File: src/verilog/tccl_pkg.sv
// constants for the timer control decode and compare load block
// Operation
// start field 00 stops and clears counter
// start field 01 starts on command
// start field 10 rising edge / high level
// start field 11 falling edge / low level
// clock select divides by 2^11, 2^7, 2^3, pin
// mode select picks timer, window, pulse-measure; pulse-measure here counts like the timer
// compare value active at next source edge
// lower byte write alone changes nothing active
// software writes lower byte before upper byte
// software changes settings only while stopped
// stop state forces start field to 00
// buffered lower byte held until commit
`default_nettype none
package tccl_pkg;
   // start-control codes
   localparam logic [1:0] START_STOP = 2'h0;
   localparam logic [1:0] START_CMD = 2'h1;
   localparam logic [1:0] START_RISE = 2'h2;
   localparam logic [1:0] START_FALL = 2'h3;
   // count clock select codes
   localparam logic [1:0] CLK_DIV11 = 2'h0;
   localparam logic [1:0] CLK_DIV7 = 2'h1;
   localparam logic [1:0] CLK_DIV3 = 2'h2;
   localparam logic [1:0] CLK_PIN = 2'h3;
   localparam int DIV11_BIT = 10;
   localparam int DIV7_BIT = 6;
   localparam int DIV3_BIT = 2;
   localparam int PRESCALE_W = 11;
   // operating mode codes
   localparam logic [1:0] MODE_TIMER = 2'h0;
   localparam logic [1:0] MODE_WINDOW = 2'h1;
   localparam logic [1:0] MODE_PULSE = 2'h2;
   localparam logic [1:0] MODE_PPG = 2'h3;
   // values after reset
   localparam logic [15:0] COUNT_RESET = 16'h0000;
   localparam logic [15:0] COMPARE_RESET = 16'hffff;
   localparam logic [7:0] BYTE_RESET = 8'h00;
   typedef enum logic [2:0] {
      TCCL_IDLE = 3'b001,
      TCCL_ARMED = 3'b010,
      TCCL_RUN = 3'b100
   } tccl_state_t;
endpackage : tccl_pkg
`default_nettype wire

File: src/verilog/tccl_compare_stage.sv
// two-stage compare register: written buffer and active value
`default_nettype none
module tccl_compare_stage #(
   parameter int WIDTH = 16
) (
   input wire logic mclk,
   input wire logic reset_n,
   input wire logic lowWrite,
   input wire logic highWrite,
   input wire logic [7:0] writeData,
   input wire logic sourceTick,
   output logic [WIDTH-1:0] activeValue,
   output logic [WIDTH-1:0] bufferValue
);
   logic [7:0] lowByte_reg, lowByte_next;
   logic [7:0] highByte_reg, highByte_next;
   logic pending_reg, pending_next;
   logic [WIDTH-1:0] active_reg, active_next;

   always_comb
   begin
      lowByte_next = lowByte_reg;
      highByte_next = highByte_reg;
      pending_next = pending_reg;
      active_next = active_reg;
      // lower byte held
      if (lowWrite)
      begin
         lowByte_next = writeData;
      end
      // only upper byte arms
      if (highWrite)
      begin
         highByte_next = writeData;
         pending_next = 1'b1;
      end
      // commit at source edge
      if (pending_reg && sourceTick && !highWrite)
      begin
         active_next = WIDTH'({highByte_reg, lowByte_reg});
         pending_next = 1'b0;
      end
   end

   always_ff @(posedge mclk)
   begin
      if (!reset_n)
      begin
         lowByte_reg <= tccl_pkg::BYTE_RESET;
         highByte_reg <= tccl_pkg::BYTE_RESET;
         pending_reg <= 1'b0;
         active_reg <= WIDTH'(tccl_pkg::COMPARE_RESET);
      end
      else
      begin
         lowByte_reg <= lowByte_next;
         highByte_reg <= highByte_next;
         pending_reg <= pending_next;
         active_reg <= active_next;
      end
   end

   assign activeValue = active_reg;
   assign bufferValue = WIDTH'({highByte_reg, lowByte_reg});

   // low write keeps active
   property p_low_only;
      @(posedge mclk) disable iff (!reset_n)
      (lowWrite && !pending_reg && !highWrite) |=> $stable(active_reg);
   endproperty
   a_low_only: assert property (p_low_only) else $error("active changed by low write");
   property p_commit;
      @(posedge mclk) disable iff (!reset_n)
      (pending_reg && sourceTick && !highWrite) |=> (active_reg == $past(bufferValue));
   endproperty
   a_commit: assert property (p_commit) else $error("compare value not committed");
   property p_no_tick;
      @(posedge mclk) disable iff (!reset_n)
      !sourceTick |=> $stable(active_reg);
   endproperty
   a_no_tick: assert property (p_no_tick) else $error("active changed off tick");
   property p_low_hold;
      @(posedge mclk) disable iff (!reset_n)
      !lowWrite |=> $stable(lowByte_reg);
   endproperty
   a_low_hold: assert property (p_low_hold) else $error("lower byte changed");
endmodule : tccl_compare_stage
`default_nettype wire

File: src/verilog/tccl_timer_control.sv
// control decode, source clock select and compare loading for the timer
`default_nettype none
module tccl_timer_control (
   input wire logic mclk,
   input wire logic reset_n,
   input wire logic controlWrite,
   input wire logic [1:0] startControlIn,
   input wire logic [1:0] countClockSelectIn,
   input wire logic [1:0] operatingModeSelectIn,
   input wire logic stopModeEnter,
   input wire logic timerInputPin,
   input wire logic periodLowWrite,
   input wire logic periodHighWrite,
   input wire logic secondLowWrite,
   input wire logic secondHighWrite,
   input wire logic [7:0] writeData,
   output logic [1:0] startControlField,
   output logic [1:0] countClockSelect,
   output logic [1:0] operatingModeSelect,
   output logic [15:0] upCounter,
   output logic counting,
   output logic sourceTick,
   output logic [15:0] periodCompare,
   output logic [15:0] secondCompare
);
   // =========================================
   // control register
   logic [1:0] start_reg, start_next;
   logic [1:0] clkSel_reg, clkSel_next;
   logic [1:0] mode_reg, mode_next;

   always_comb
   begin
      start_next = start_reg;
      clkSel_next = clkSel_reg;
      mode_next = mode_reg;
      if (controlWrite)
      begin
         start_next = startControlIn;
         // settings only while stopped
         if (start_reg == tccl_pkg::START_STOP)
         begin
            clkSel_next = countClockSelectIn;
            mode_next = operatingModeSelectIn;
         end
      end
      // stop state forces stop
      if (stopModeEnter)
      begin
         start_next = tccl_pkg::START_STOP;
      end
   end

   always_ff @(posedge mclk)
   begin
      if (!reset_n)
      begin
         start_reg <= tccl_pkg::START_STOP;
         clkSel_reg <= tccl_pkg::CLK_DIV11;
         mode_reg <= tccl_pkg::MODE_TIMER;
      end
      else
      begin
         start_reg <= start_next;
         clkSel_reg <= clkSel_next;
         mode_reg <= mode_next;
      end
   end

   // =========================================
   // prescaler and source clock
   logic [tccl_pkg::PRESCALE_W-1:0] pre_reg, pre_next;
   logic pinPrev_reg, pinPrev_next;
   logic tick_reg, tick_next;
   logic pinRise, pinFall, preTick;

   assign pinRise = timerInputPin && !pinPrev_reg;
   assign pinFall = !timerInputPin && pinPrev_reg;

   // clock source select
   always_comb
   begin
      pre_next = pre_reg + 1'b1;
      pinPrev_next = timerInputPin;
      case (clkSel_reg)
         tccl_pkg::CLK_DIV11: preTick = &pre_reg[tccl_pkg::DIV11_BIT:0];
         tccl_pkg::CLK_DIV7: preTick = &pre_reg[tccl_pkg::DIV7_BIT:0];
         tccl_pkg::CLK_DIV3: preTick = &pre_reg[tccl_pkg::DIV3_BIT:0];
         default: preTick = pinRise;
      endcase
      tick_next = preTick;
   end

   always_ff @(posedge mclk)
   begin
      if (!reset_n)
      begin
         pre_reg <= '0;
         pinPrev_reg <= 1'b0;
         tick_reg <= 1'b0;
      end
      else
      begin
         pre_reg <= pre_next;
         pinPrev_reg <= pinPrev_next;
         tick_reg <= tick_next;
      end
   end

   // =========================================
   // start sequencing and up-counter
   tccl_pkg::tccl_state_t state_reg, state_next;
   logic [15:0] count_reg, count_next;
   logic startEdge, eventEdge, windowLevel, isEvent;

   // mode select decode
   // external pin as count clock means event counting in the timer group
   assign isEvent = (mode_reg == tccl_pkg::MODE_TIMER) && (clkSel_reg == tccl_pkg::CLK_PIN);
   // edge and level polarity
   assign startEdge = (start_reg == tccl_pkg::START_RISE) ? pinRise : pinFall;
   assign eventEdge = startEdge;
   assign windowLevel = (start_reg == tccl_pkg::START_RISE) ? timerInputPin : !timerInputPin;

   always_comb
   begin
      state_next = state_reg;
      count_next = count_reg;
      case (state_reg)
         tccl_pkg::TCCL_IDLE:
         begin
            if (start_reg != tccl_pkg::START_STOP)
            begin
               state_next = tccl_pkg::TCCL_ARMED;
            end
         end
         tccl_pkg::TCCL_ARMED:
         begin
            // command start
            if (start_reg == tccl_pkg::START_CMD)
            begin
               state_next = tccl_pkg::TCCL_RUN;
            end
            else if (isEvent || mode_reg == tccl_pkg::MODE_WINDOW || startEdge)
            begin
               state_next = tccl_pkg::TCCL_RUN;
            end
         end
         tccl_pkg::TCCL_RUN:
         begin
            if (isEvent)
            begin
               if (eventEdge)
               begin
                  count_next = count_reg + 16'h0001;
               end
            end
            else if (mode_reg == tccl_pkg::MODE_WINDOW && start_reg != tccl_pkg::START_CMD)
            begin
               if (tick_reg && windowLevel)
               begin
                  count_next = count_reg + 16'h0001;
               end
            end
            else if (tick_reg)
            begin
               count_next = count_reg + 16'h0001;
            end
         end
         default:
         begin
            state_next = tccl_pkg::TCCL_IDLE;
         end
      endcase
      // stop and clear
      if (start_reg == tccl_pkg::START_STOP)
      begin
         state_next = tccl_pkg::TCCL_IDLE;
         count_next = tccl_pkg::COUNT_RESET;
      end
   end

   always_ff @(posedge mclk)
   begin
      if (!reset_n)
      begin
         state_reg <= tccl_pkg::TCCL_IDLE;
         count_reg <= tccl_pkg::COUNT_RESET;
      end
      else
      begin
         state_reg <= state_next;
         count_reg <= count_next;
      end
   end

   // =========================================
   // compare registers
   // software orders low then high
   tccl_compare_stage #(.WIDTH(16)) periodStage (
      .mclk(mclk),
      .reset_n(reset_n),
      .lowWrite(periodLowWrite),
      .highWrite(periodHighWrite),
      .writeData(writeData),
      .sourceTick(tick_reg),
      .activeValue(periodCompare),
      .bufferValue()
   );
   tccl_compare_stage #(.WIDTH(16)) secondStage (
      .mclk(mclk),
      .reset_n(reset_n),
      .lowWrite(secondLowWrite),
      .highWrite(secondHighWrite),
      .writeData(writeData),
      .sourceTick(tick_reg),
      .activeValue(secondCompare),
      .bufferValue()
   );

   assign startControlField = start_reg;
   assign countClockSelect = clkSel_reg;
   assign operatingModeSelect = mode_reg;
   assign upCounter = count_reg;
   assign counting = state_reg == tccl_pkg::TCCL_RUN;
   assign sourceTick = tick_reg;

   // stopped counter cleared
   property p_stop_clear;
      @(posedge mclk) disable iff (!reset_n)
      (start_reg == tccl_pkg::START_STOP) |=> (count_reg == 16'h0000);
   endproperty
   a_stop_clear: assert property (p_stop_clear) else $error("counter not cleared");
   property p_cmd_start;
      @(posedge mclk) disable iff (!reset_n)
      (state_reg == tccl_pkg::TCCL_ARMED && start_reg == tccl_pkg::START_CMD && !stopModeEnter
       && !controlWrite) |=> (state_reg == tccl_pkg::TCCL_RUN);
   endproperty
   a_cmd_start: assert property (p_cmd_start) else $error("command start missed");
   property p_stop_force;
      @(posedge mclk) disable iff (!reset_n)
      stopModeEnter |=> (start_reg == tccl_pkg::START_STOP);
   endproperty
   a_stop_force: assert property (p_stop_force) else $error("stop not forced");
   property p_settings_locked;
      @(posedge mclk) disable iff (!reset_n)
      (start_reg != tccl_pkg::START_STOP) |=> $stable(clkSel_reg) && $stable(mode_reg);
   endproperty
   a_settings_locked: assert property (p_settings_locked) else $error("settings changed");
   property p_div3;
      @(posedge mclk) disable iff (!reset_n)
      (clkSel_reg == tccl_pkg::CLK_DIV3 && tick_reg && $stable(clkSel_reg))
      |=> !tick_reg [*7];
   endproperty
   a_div3: assert property (p_div3) else $error("divide by 8 tick spacing");
   property p_window;
      @(posedge mclk) disable iff (!reset_n)
      (state_reg == tccl_pkg::TCCL_RUN && mode_reg == tccl_pkg::MODE_WINDOW
       && start_reg == tccl_pkg::START_RISE && !timerInputPin) |=> $stable(count_reg);
   endproperty
   a_window: assert property (p_window) else $error("window counted while low");
   property p_fall_event;
      @(posedge mclk) disable iff (!reset_n)
      (state_reg == tccl_pkg::TCCL_RUN && isEvent && start_reg == tccl_pkg::START_FALL
       && pinFall) |=> (count_reg == $past(count_reg) + 16'h0001);
   endproperty
   a_fall_event: assert property (p_fall_event) else $error("falling edge not counted");
endmodule : tccl_timer_control
`default_nettype wire

File: config.mk
export PLATFORM = sky130hd
export DESIGN_NAME = tccl_timer_control
export DESIGN_NICKNAME = d
export VERILOG_FILES = /design/src/verilog/tccl_pkg.sv /design/src/verilog/tccl_compare_stage.sv /design/src/verilog/tccl_timer_control.sv
export SDC_FILE = /design/constraint.sdc
export NUM_CORES = 1
export LEC_CHECK = 0
export ABC_AREA = 1
export BUFFER_PORTS_ARGS = -buffer_cell sky130_fd_sc_hd__buf_2
export CAP_MARGIN = 20
export CORE_UTILIZATION = 55
export DETAILED_ROUTE_END_ITERATION = 8
export PLACE_DENSITY = 0.81
export SLEW_MARGIN = 20
export SYNTH_ARGS = -nofsm -noshare
export SYNTH_HDL_FRONTEND = slang
export SYNTH_SLANG_ARGS = --single-unit
File: constraint.sdc
create_clock -name mclk -period 1.5 [get_ports mclk]
set_input_delay 0.075 -clock mclk [delete_from_list [all_inputs] [get_ports mclk]]
set_output_delay 0.075 -clock mclk [all_outputs]
set_load 0.01 [all_outputs]
==> metrics.yaml, run 1 <==
min_path:
  hold-path-endpoint: "countClockSelect[1]"
  whs_path_depth: 3
  min_from: "countClockSelectIn[1]"
  holdCritPathClass: "primary input to flip-flop"
synth:
  avgSynthCellArea_sq_um: 7.49
  synth.most_common_cell: "nand2_1"
  synth-seq-area-share_pct: 49.4
  synth_cell_types: 34
  synth_area_leaders: "dfxtp_1 (49%), nand2_1 (11%), nor2_1 (8.5%), o21ai_0 (7.1%), nand3_1 (5.6%)"
  synthTopCellsByCount: "nand2_1 (121), dfxtp_1 (104), nor2_1 (95)"
  ys_async_sr_fraction_pct: 0
  syn-instance-count: 563
  syn_nets: 589
  synth_top_area_share_pct: 49.4
  synth-edff-count: 0
  synth_ff_type: "dfxtp_1"
  ys_ff_latch: 104
  syn_area_sq_um: 4220
  yosys_warnings: 0
  synth_top_cell_by_area: "dfxtp_1"
sta:
  layout_setup_ws_ns: 0.0454
  tightestPinTransition_ns: 0.339
  slew_headroom_pct: 77.2
  finalHoldViolCount: 0
  drv_slew: 0
  holdWs_ns: 0.00917
  fin_crit_ns: 1.45
  setup_viol: 0
  post-route-period-util_pct: 97.0
  tns_ns: 0
  fmax_mhz: 687
  finClkSkew_ns: 0.0146
pwr:
  worst_ir_drop_vdd_v: 0.000756
  power_density_nw_per_um2: 1000
  p_leak_nw: 2.27
  p_total_w: 0.00513
global_route:
  overflow: 0
  antenna_found_initial: 0
  grt_max_degree: 80
  grt.total_usage_pct: 24.4
  grt_pass1_wl_um: 15000
  grt_pass1_vias: 3506
placed_design:
  dp_slack_ns: -0.0518
  hpwlAfterDp_um: 6520
  place_congestion: 0.852
  portBuffers: 78
final_layout:
  fin_util_pct: 69.9
  drive_gt1_share_pct: 20.3
  diodes: 0
  fin_nets: 680
  area_growth_pct: 21.6
clock_network:
  cts_sinks: 104
  htree_levels: 3
  cts_tree: "done"
  cts_buffer_depth: 2
  numCtsBuffers: 9
  clk_pin_slew_worst_paths_ns: 0.10
  clk_latency_ns: 0.37
  cts-root-buf: "clkbuf_8"
setup_path:
  rr_worst_depth: 7
  timing.rr.end: "upCounter[12]"
  start_kind: "primary input"
  critPathArrivalTime_ns: 1.76
  worstPathRequired_ns: 1.81
  critPathCaptureType: "flip-flop"
  r2r_start: "upCounter[1]"
  crit_type: "primary input to flip-flop"
  reg2reg_slack_ns: 0.09
  startpoint: "stopModeEnter"
  cp_max_fo: 2
outcome:
  status: "complete, no violations"
floorplan:
  ioPinCount: 79
  initial_core_util_pct: 57.5
  die_area_sq_um: 8020
  dieWidth_um: 89.6
  placementRows: 31
  coreArea_sq_um: 7330
  die_h_um: 89.6
detailed_routing:
  routedWlPerCell_um: 12.4
  drc: 0
  vias_per_cell: 5.26
  drt_iter0_drc: 166
  wl_um: 9430
  ant_nets: 0
  vias: 3987
  firstDrtPassIters: 7
job:
  cap_viol_max_count: 0
-- through the flow --
stage	area, sq um	instances
after floorplan	4220	563
after global placement	4700	728
after detailed placement	4700	728
after CTS	5050	756
after global routing	5130	758
final	5130	758
-- worst max path at each step --
stage / to / cells after the start
final: startControlField[0] / 5
after global routing: sourceTick / 7
after CTS: upCounter[12] / 10
after detailed placement: upCounter[12] / 7
after global placement: sourceTick / 7
after floorplan: upCounter[12] / 7
-- area by class of cell --
type | instances | area (sq um)
clock inverters | 7 | 95.1
flip-flops and latches | 104 | 2100
well taps | 99 | 124
inverters | 44 | 165
clock buffers | 9 | 124
fillers | 603 | 2200
repair buffers | 98 | 583
multi-input cells | 397 | 1940
-- logic make-up (layout without fill, tap and decap cells) --
kind of cell	after synthesis	after routing	synth area share (%)
AO/OA/AOI/OAI	93	93	11.5
XOR/XNOR	12	12	2.49
adder cells (fa/ha/maj)	3	3	0.890
buffers and inverters	63	158	6.11
flip-flops	104	104	49.4
AND/OR/NAND/NOR	288	289	29.6
-- metal layers --
| metal | wire, um | share of wire [%] | vias up | GRT usage, % |
|---|---|---|---|---|
| met5 | 0 | 0 | - | 0 |
| met4 | 112 | 1.2 | 0 | 8.66 |
| met3 | 519 | 5.5 | 14 | 6.76 |
| met2 | 4730 | 50 | 122 | 43.9 |
| met1 | 4070 | 43 | 1845 | 27.8 |
| li1 | - | - | 2006 | - |
-- timing repair --
action                                 in CTS  in global routing
buffers inserted                            0                  1
endpoints found under the hold margin      12                  1
gates cloned                                1                  0
pin swaps                                   1                  6
resized for setup                           1                 19
setup endpoints to repair                   4                 18
hold buffers                               11                  1
-- cell usage in the layout (no fill, tap or decap), types with 3 or more instances in the layout --
master         instances
a211oi_1               4
a21oi_1               24
buf_2                 78
buf_4                  7
clkbuf_8               9
dfxtp_1               98
dfxtp_2                3
dfxtp_4                3
dlygate4sd3_1         12
inv_1                 38
inv_2                  4
nand2_1              121
nand2_2                3
nand3_1               46
nand3_2                3
nand4_1                5
nor2_1                92
nor2_4                 3
nor3_1                 4
o21ai_0               60
xnor2_1                6
xor2_1                 6
-- report_power, final --
part / leakage (nW) / internal [W] / switching [W] / total (W)
clock: 0.111 / 0.000824 / 0.00104 / 0.00186
combinational: 1.30 / 0.000136 / 0.000231 / 0.000367
sequential: 0.854 / 0.00285 / 0.0000518 / 0.00290
-- worst max-delay path, stage by stage --
cell and delay, ns:
dlygate4sd3_1 0.53, buf_2 0.11, or2_2 0.30, a211oi_1 0.17
dlygate4sd3_1 0.58
Power figures use the tool's default switching activity.
==> run 2: changes to the inputs <==
SYNTH_HIERARCHICAL = 1   (was default)
==> run 2 against run 1 <==
Against the previous run: combinational power grew 14%; global-route usage grew 0.76 points; sequential power is essentially flat; die area grew 4.1%; via count grew 3.8%; first-iteration DRC count grew 69%; power shrank 2.5%; maximum frequency grew 0.28%; core utilization shrank 2.7 points; non-clock buffer count grew 2; clock skew shrank 0.0050 ns; wire length grew 9.6%; largest power group unchanged.
==> metrics.yaml, run 2 <==
setup_path:
  critPathArrivalTime_ns: 1.75  # was 1.76 ns
  cp_max_fo: 13  # was 2
  path_cells: "inv_2 > nand2_2 > nand2_1 > nand3_1 > nand2_2 > nand2_8 > nor2_4 > nand2_1 > a21oi_1"  # was dlygate4sd3_1 > buf_2 > or2_2 > a211oi_1 > dlygate4sd3_1
  crit_type: "flip-flop to flip-flop"  # was primary input to flip-flop
  r2r_start: "startControlField[0]"  # was upCounter[1]
  critPathBufInv: 1  # was 3
  start_kind: "flip-flop"  # was primary input
  crit_path_max_incr_delay_ns: 0.35  # was 0.58 ns
  startpoint: "startControlField[0]"  # was stopModeEnter
  critPathSlowestCell: "dfxtp_2"  # was dlygate4sd3_1
  worstPathRequired_ns: 1.80  # was 1.81 ns
  crit_family: "simple AND/OR/NAND/NOR gates"  # was buffers and inverters
  critPathCaptureType: "flip-flop"  # unchanged
sta:
  finalHoldViolCount: 0  # unchanged
  tightestPinTransition_ns: 0.389  # was 0.339 ns
  finClkSkew_ns: 0.00959  # was 0.0146 ns
  fin_crit_ns: 1.45  # about the same
  tns_ns: 0  # unchanged
  drv_slew: 0  # unchanged
  fmax_mhz: 689  # was 687 MHz
  slew_headroom_pct: 74.1  # was 77.2%
  setup_viol: 0  # unchanged
  post-route-period-util_pct: 96.7  # was 97.0%
outcome:
  status: "complete, no violations"  # unchanged
pwr:
  power_density_nw_per_um2: 962  # was 1000 nW/um^2
  worst_ir_drop_vdd_v: 0.000579  # was 0.000756 V
  p_leak_nw: 2.27  # about the same
floorplan:
  dieWidth_um: 91.4  # was 89.6 um
  ioPinCount: 79  # unchanged
  coreArea_sq_um: 7730  # was 7330 sq um
  die_h_um: 91.4  # was 89.6 um
  initial_core_util_pct: 56.9  # was 57.5%
  die_area_sq_um: 8350  # was 8020 sq um
  placementRows: 32  # was 31
synth:
  yosys_warnings: 6  # was 0
  synth_ff_type: "dfxtp_1"  # unchanged
  syn-instance-count: 567  # was 563
  ys_async_sr_fraction_pct: 0  # unchanged
  syn_nets: 593  # was 589
  avgSynthCellArea_sq_um: 7.75  # was 7.49 sq um
  synth-edff-count: 0  # unchanged
  synthTopCellsByCount: "dfxtp_1 (104), nor2_1 (100), nand2_1 (89)"  # was nand2_1 (121), dfxtp_1 (104), nor2_1 (95)
  syn_area_sq_um: 4390  # was 4220 sq um
  synth_area_leaders: "dfxtp_1 (47%), nor2_1 (8.5%), nand2_1 (7.6%), o21ai_0 (6.3%), nand3_1 (5.5%)"  # was dfxtp_1 (49%), nand2_1 (11%), nor2_1 (8.5%), o21ai_0 (7.1%), nand3_1 (5.6%)
  synth_top_area_share_pct: 47.4  # was 49.4%
  ys_ff_latch: 104  # unchanged
  synth-seq-area-share_pct: 47.4  # was 49.4%
  synth.most_common_cell: "dfxtp_1"  # was nand2_1
  synth_cell_types: 34  # unchanged
  synth_top_cell_by_area: "dfxtp_1"  # unchanged
global_route:
  grt_busiest_layer: "met2"  # unchanged
  antenna_found_initial: 0  # unchanged
  grt.total_usage_pct: 25.2  # was 24.4%
  use_met3_pct: 3.60  # was 6.76%
  grt_pass1_vias: 3751  # was 3506
  grt_pass1_wl_um: 17100  # was 15000 um
  use_met2_pct: 42.0  # was 43.9%
  grtUsageMet1_pct: 33.3  # was 27.8%
  grt_max_degree: 78  # was 80
  overflow: 0  # unchanged
detailed_routing:
  wl_um: 10300  # was 9430 um
  drt_iter0_drc: 280  # was 166
  ant_nets: 0  # unchanged
  firstDrtPassIters: 4  # was 7
  vias: 4139  # was 3987
  vias_per_cell: 5.45  # was 5.26
  drc: 0  # unchanged
  routedWlPerCell_um: 13.6  # was 12.4 um
placed_design:
  dp_cells: 730  # was 728
  portBuffers: 78  # unchanged
  hpwlAfterDp_um: 6790  # was 6520 um
  place_congestion: 0.829  # was 0.852
final_layout:
  fin_nets: 678  # was 680
  instances_no_fill: 759  # was 758
  layout_commonest_cell: "dfxtp_1"  # was nand2_1
  drive_gt1_share_pct: 22.1  # was 20.3%
  mostFrequentLayoutCells: "dfxtp_1 (98), nor2_1 (96), nand2_1 (88), buf_2 (78), o21ai_0 (55)"  # was nand2_1 (121), dfxtp_1 (98), nor2_1 (92), buf_2 (78), o21ai_0 (60)
  fin_util_pct: 67.2  # was 69.9%
  area_growth_pct: 18.2  # was 21.6%
  diodes: 0  # unchanged
clock_network:
  htree_levels: 3  # unchanged
  cts_tree: "done"  # unchanged
  numCtsBuffers: 9  # unchanged
  clk_pin_slew_worst_paths_ns: 0.10  # about the same
  cts-root-buf: "clkbuf_8"  # unchanged
  clk_latency_ns: 0.37  # about the same
  cts_buffer_depth: 2  # unchanged
  cts_sinks: 104  # unchanged
min_path:
  holdCritPathClass: "primary input to flip-flop"  # unchanged
  min_from: "startControlIn[1]"  # was countClockSelectIn[1]
job:
  cap_viol_max_count: 0  # unchanged
[run 2: cell type report]
| class | count | area (sq um) |
|---|---|---|
| Clock buffer | 9 | 124 |
| Clock inverter | 7 | 61.3 |
| Fill cell | 654 | 2530 |
| Inverter | 39 | 156 |
| Multi-Input combinational cell | 398 | 2050 |
| Sequential cell | 104 | 2090 |
| Tap cell | 102 | 128 |
| Timing Repair Buffer | 100 | 586 |
[run 2: what timing repair did]
item                                   in CTS  in global routing
gates cloned                                1                  0
resized for setup                           2                 19
endpoints found under the hold margin       8                  0
hold buffers                                7                  0
buffers inserted                            0                  5
pin swaps                                   1                  4
setup endpoints to repair                   2                 18
[run 2: logic make-up (layout without fill, tap and decap cells)]
group | after synthesis | count (layout) | synth area share (%)
XOR/XNOR | 13 | 13 | 2.59
AND/OR/NAND/NOR | 290 | 291 | 30.6
flip-flops | 104 | 104 | 47.4
AO/OA/AOI/OAI | 91 | 91 | 10.7
buffers and inverters | 66 | 155 | 7.86
adder cells (fa/ha/maj) | 3 | 3 | 0.854
[run 2: routing by layer]
layer / vias to the layer above / share of wire (%) / wire length, um
met5: - / 0 / 0
met4: 0 / 1.6 / 162
met3: 18 / 4.0 / 415
met2: 102 / 49 / 5070
met1: 1954 / 45 / 4690
li1: 2065 / - / -
[run 2: path summary, 6_finish.rpt]
check	cells after the start	slack (ns)	end
worst max-delay path	9	0.05	upCounter[10]
worst min-delay path	3	0.005	startControlField[1]
worst max register to register	9	0.05	upCounter[10]
worst min register to register	1	0.43	pre_reg[0]
[run 2: metrics by stage]
step                      hold slack [ns]  total power [W]  setup WS (ns)  area (sq um)
after global placement              0.330          0.00332          0.122          4810
after detailed placement            0.359          0.00334        0.00342          4810
final                             0.00484          0.00500         0.0495          5190
after floorplan                     0.168          0.00322          0.133          4390
after CTS                         0.00204          0.00498         0.0209          5080
after global routing              0.00447          0.00521        -0.0740          5190
[run 2: tightest hold or removal path, stage by stage]
cell      delay, ns
buf_2          0.10
nor2_1         0.10
a211oi_1       0.06
[run 2: power by group]
group | internal, W | leakage, nW | switching (W) | total [W]
logic | 0.000152 | 1.32 | 0.000267 | 0.000419
clock network | 0.000639 | 0.0940 | 0.00103 | 0.00167
registers | 0.00285 | 0.853 | 0.0000633 | 0.00291
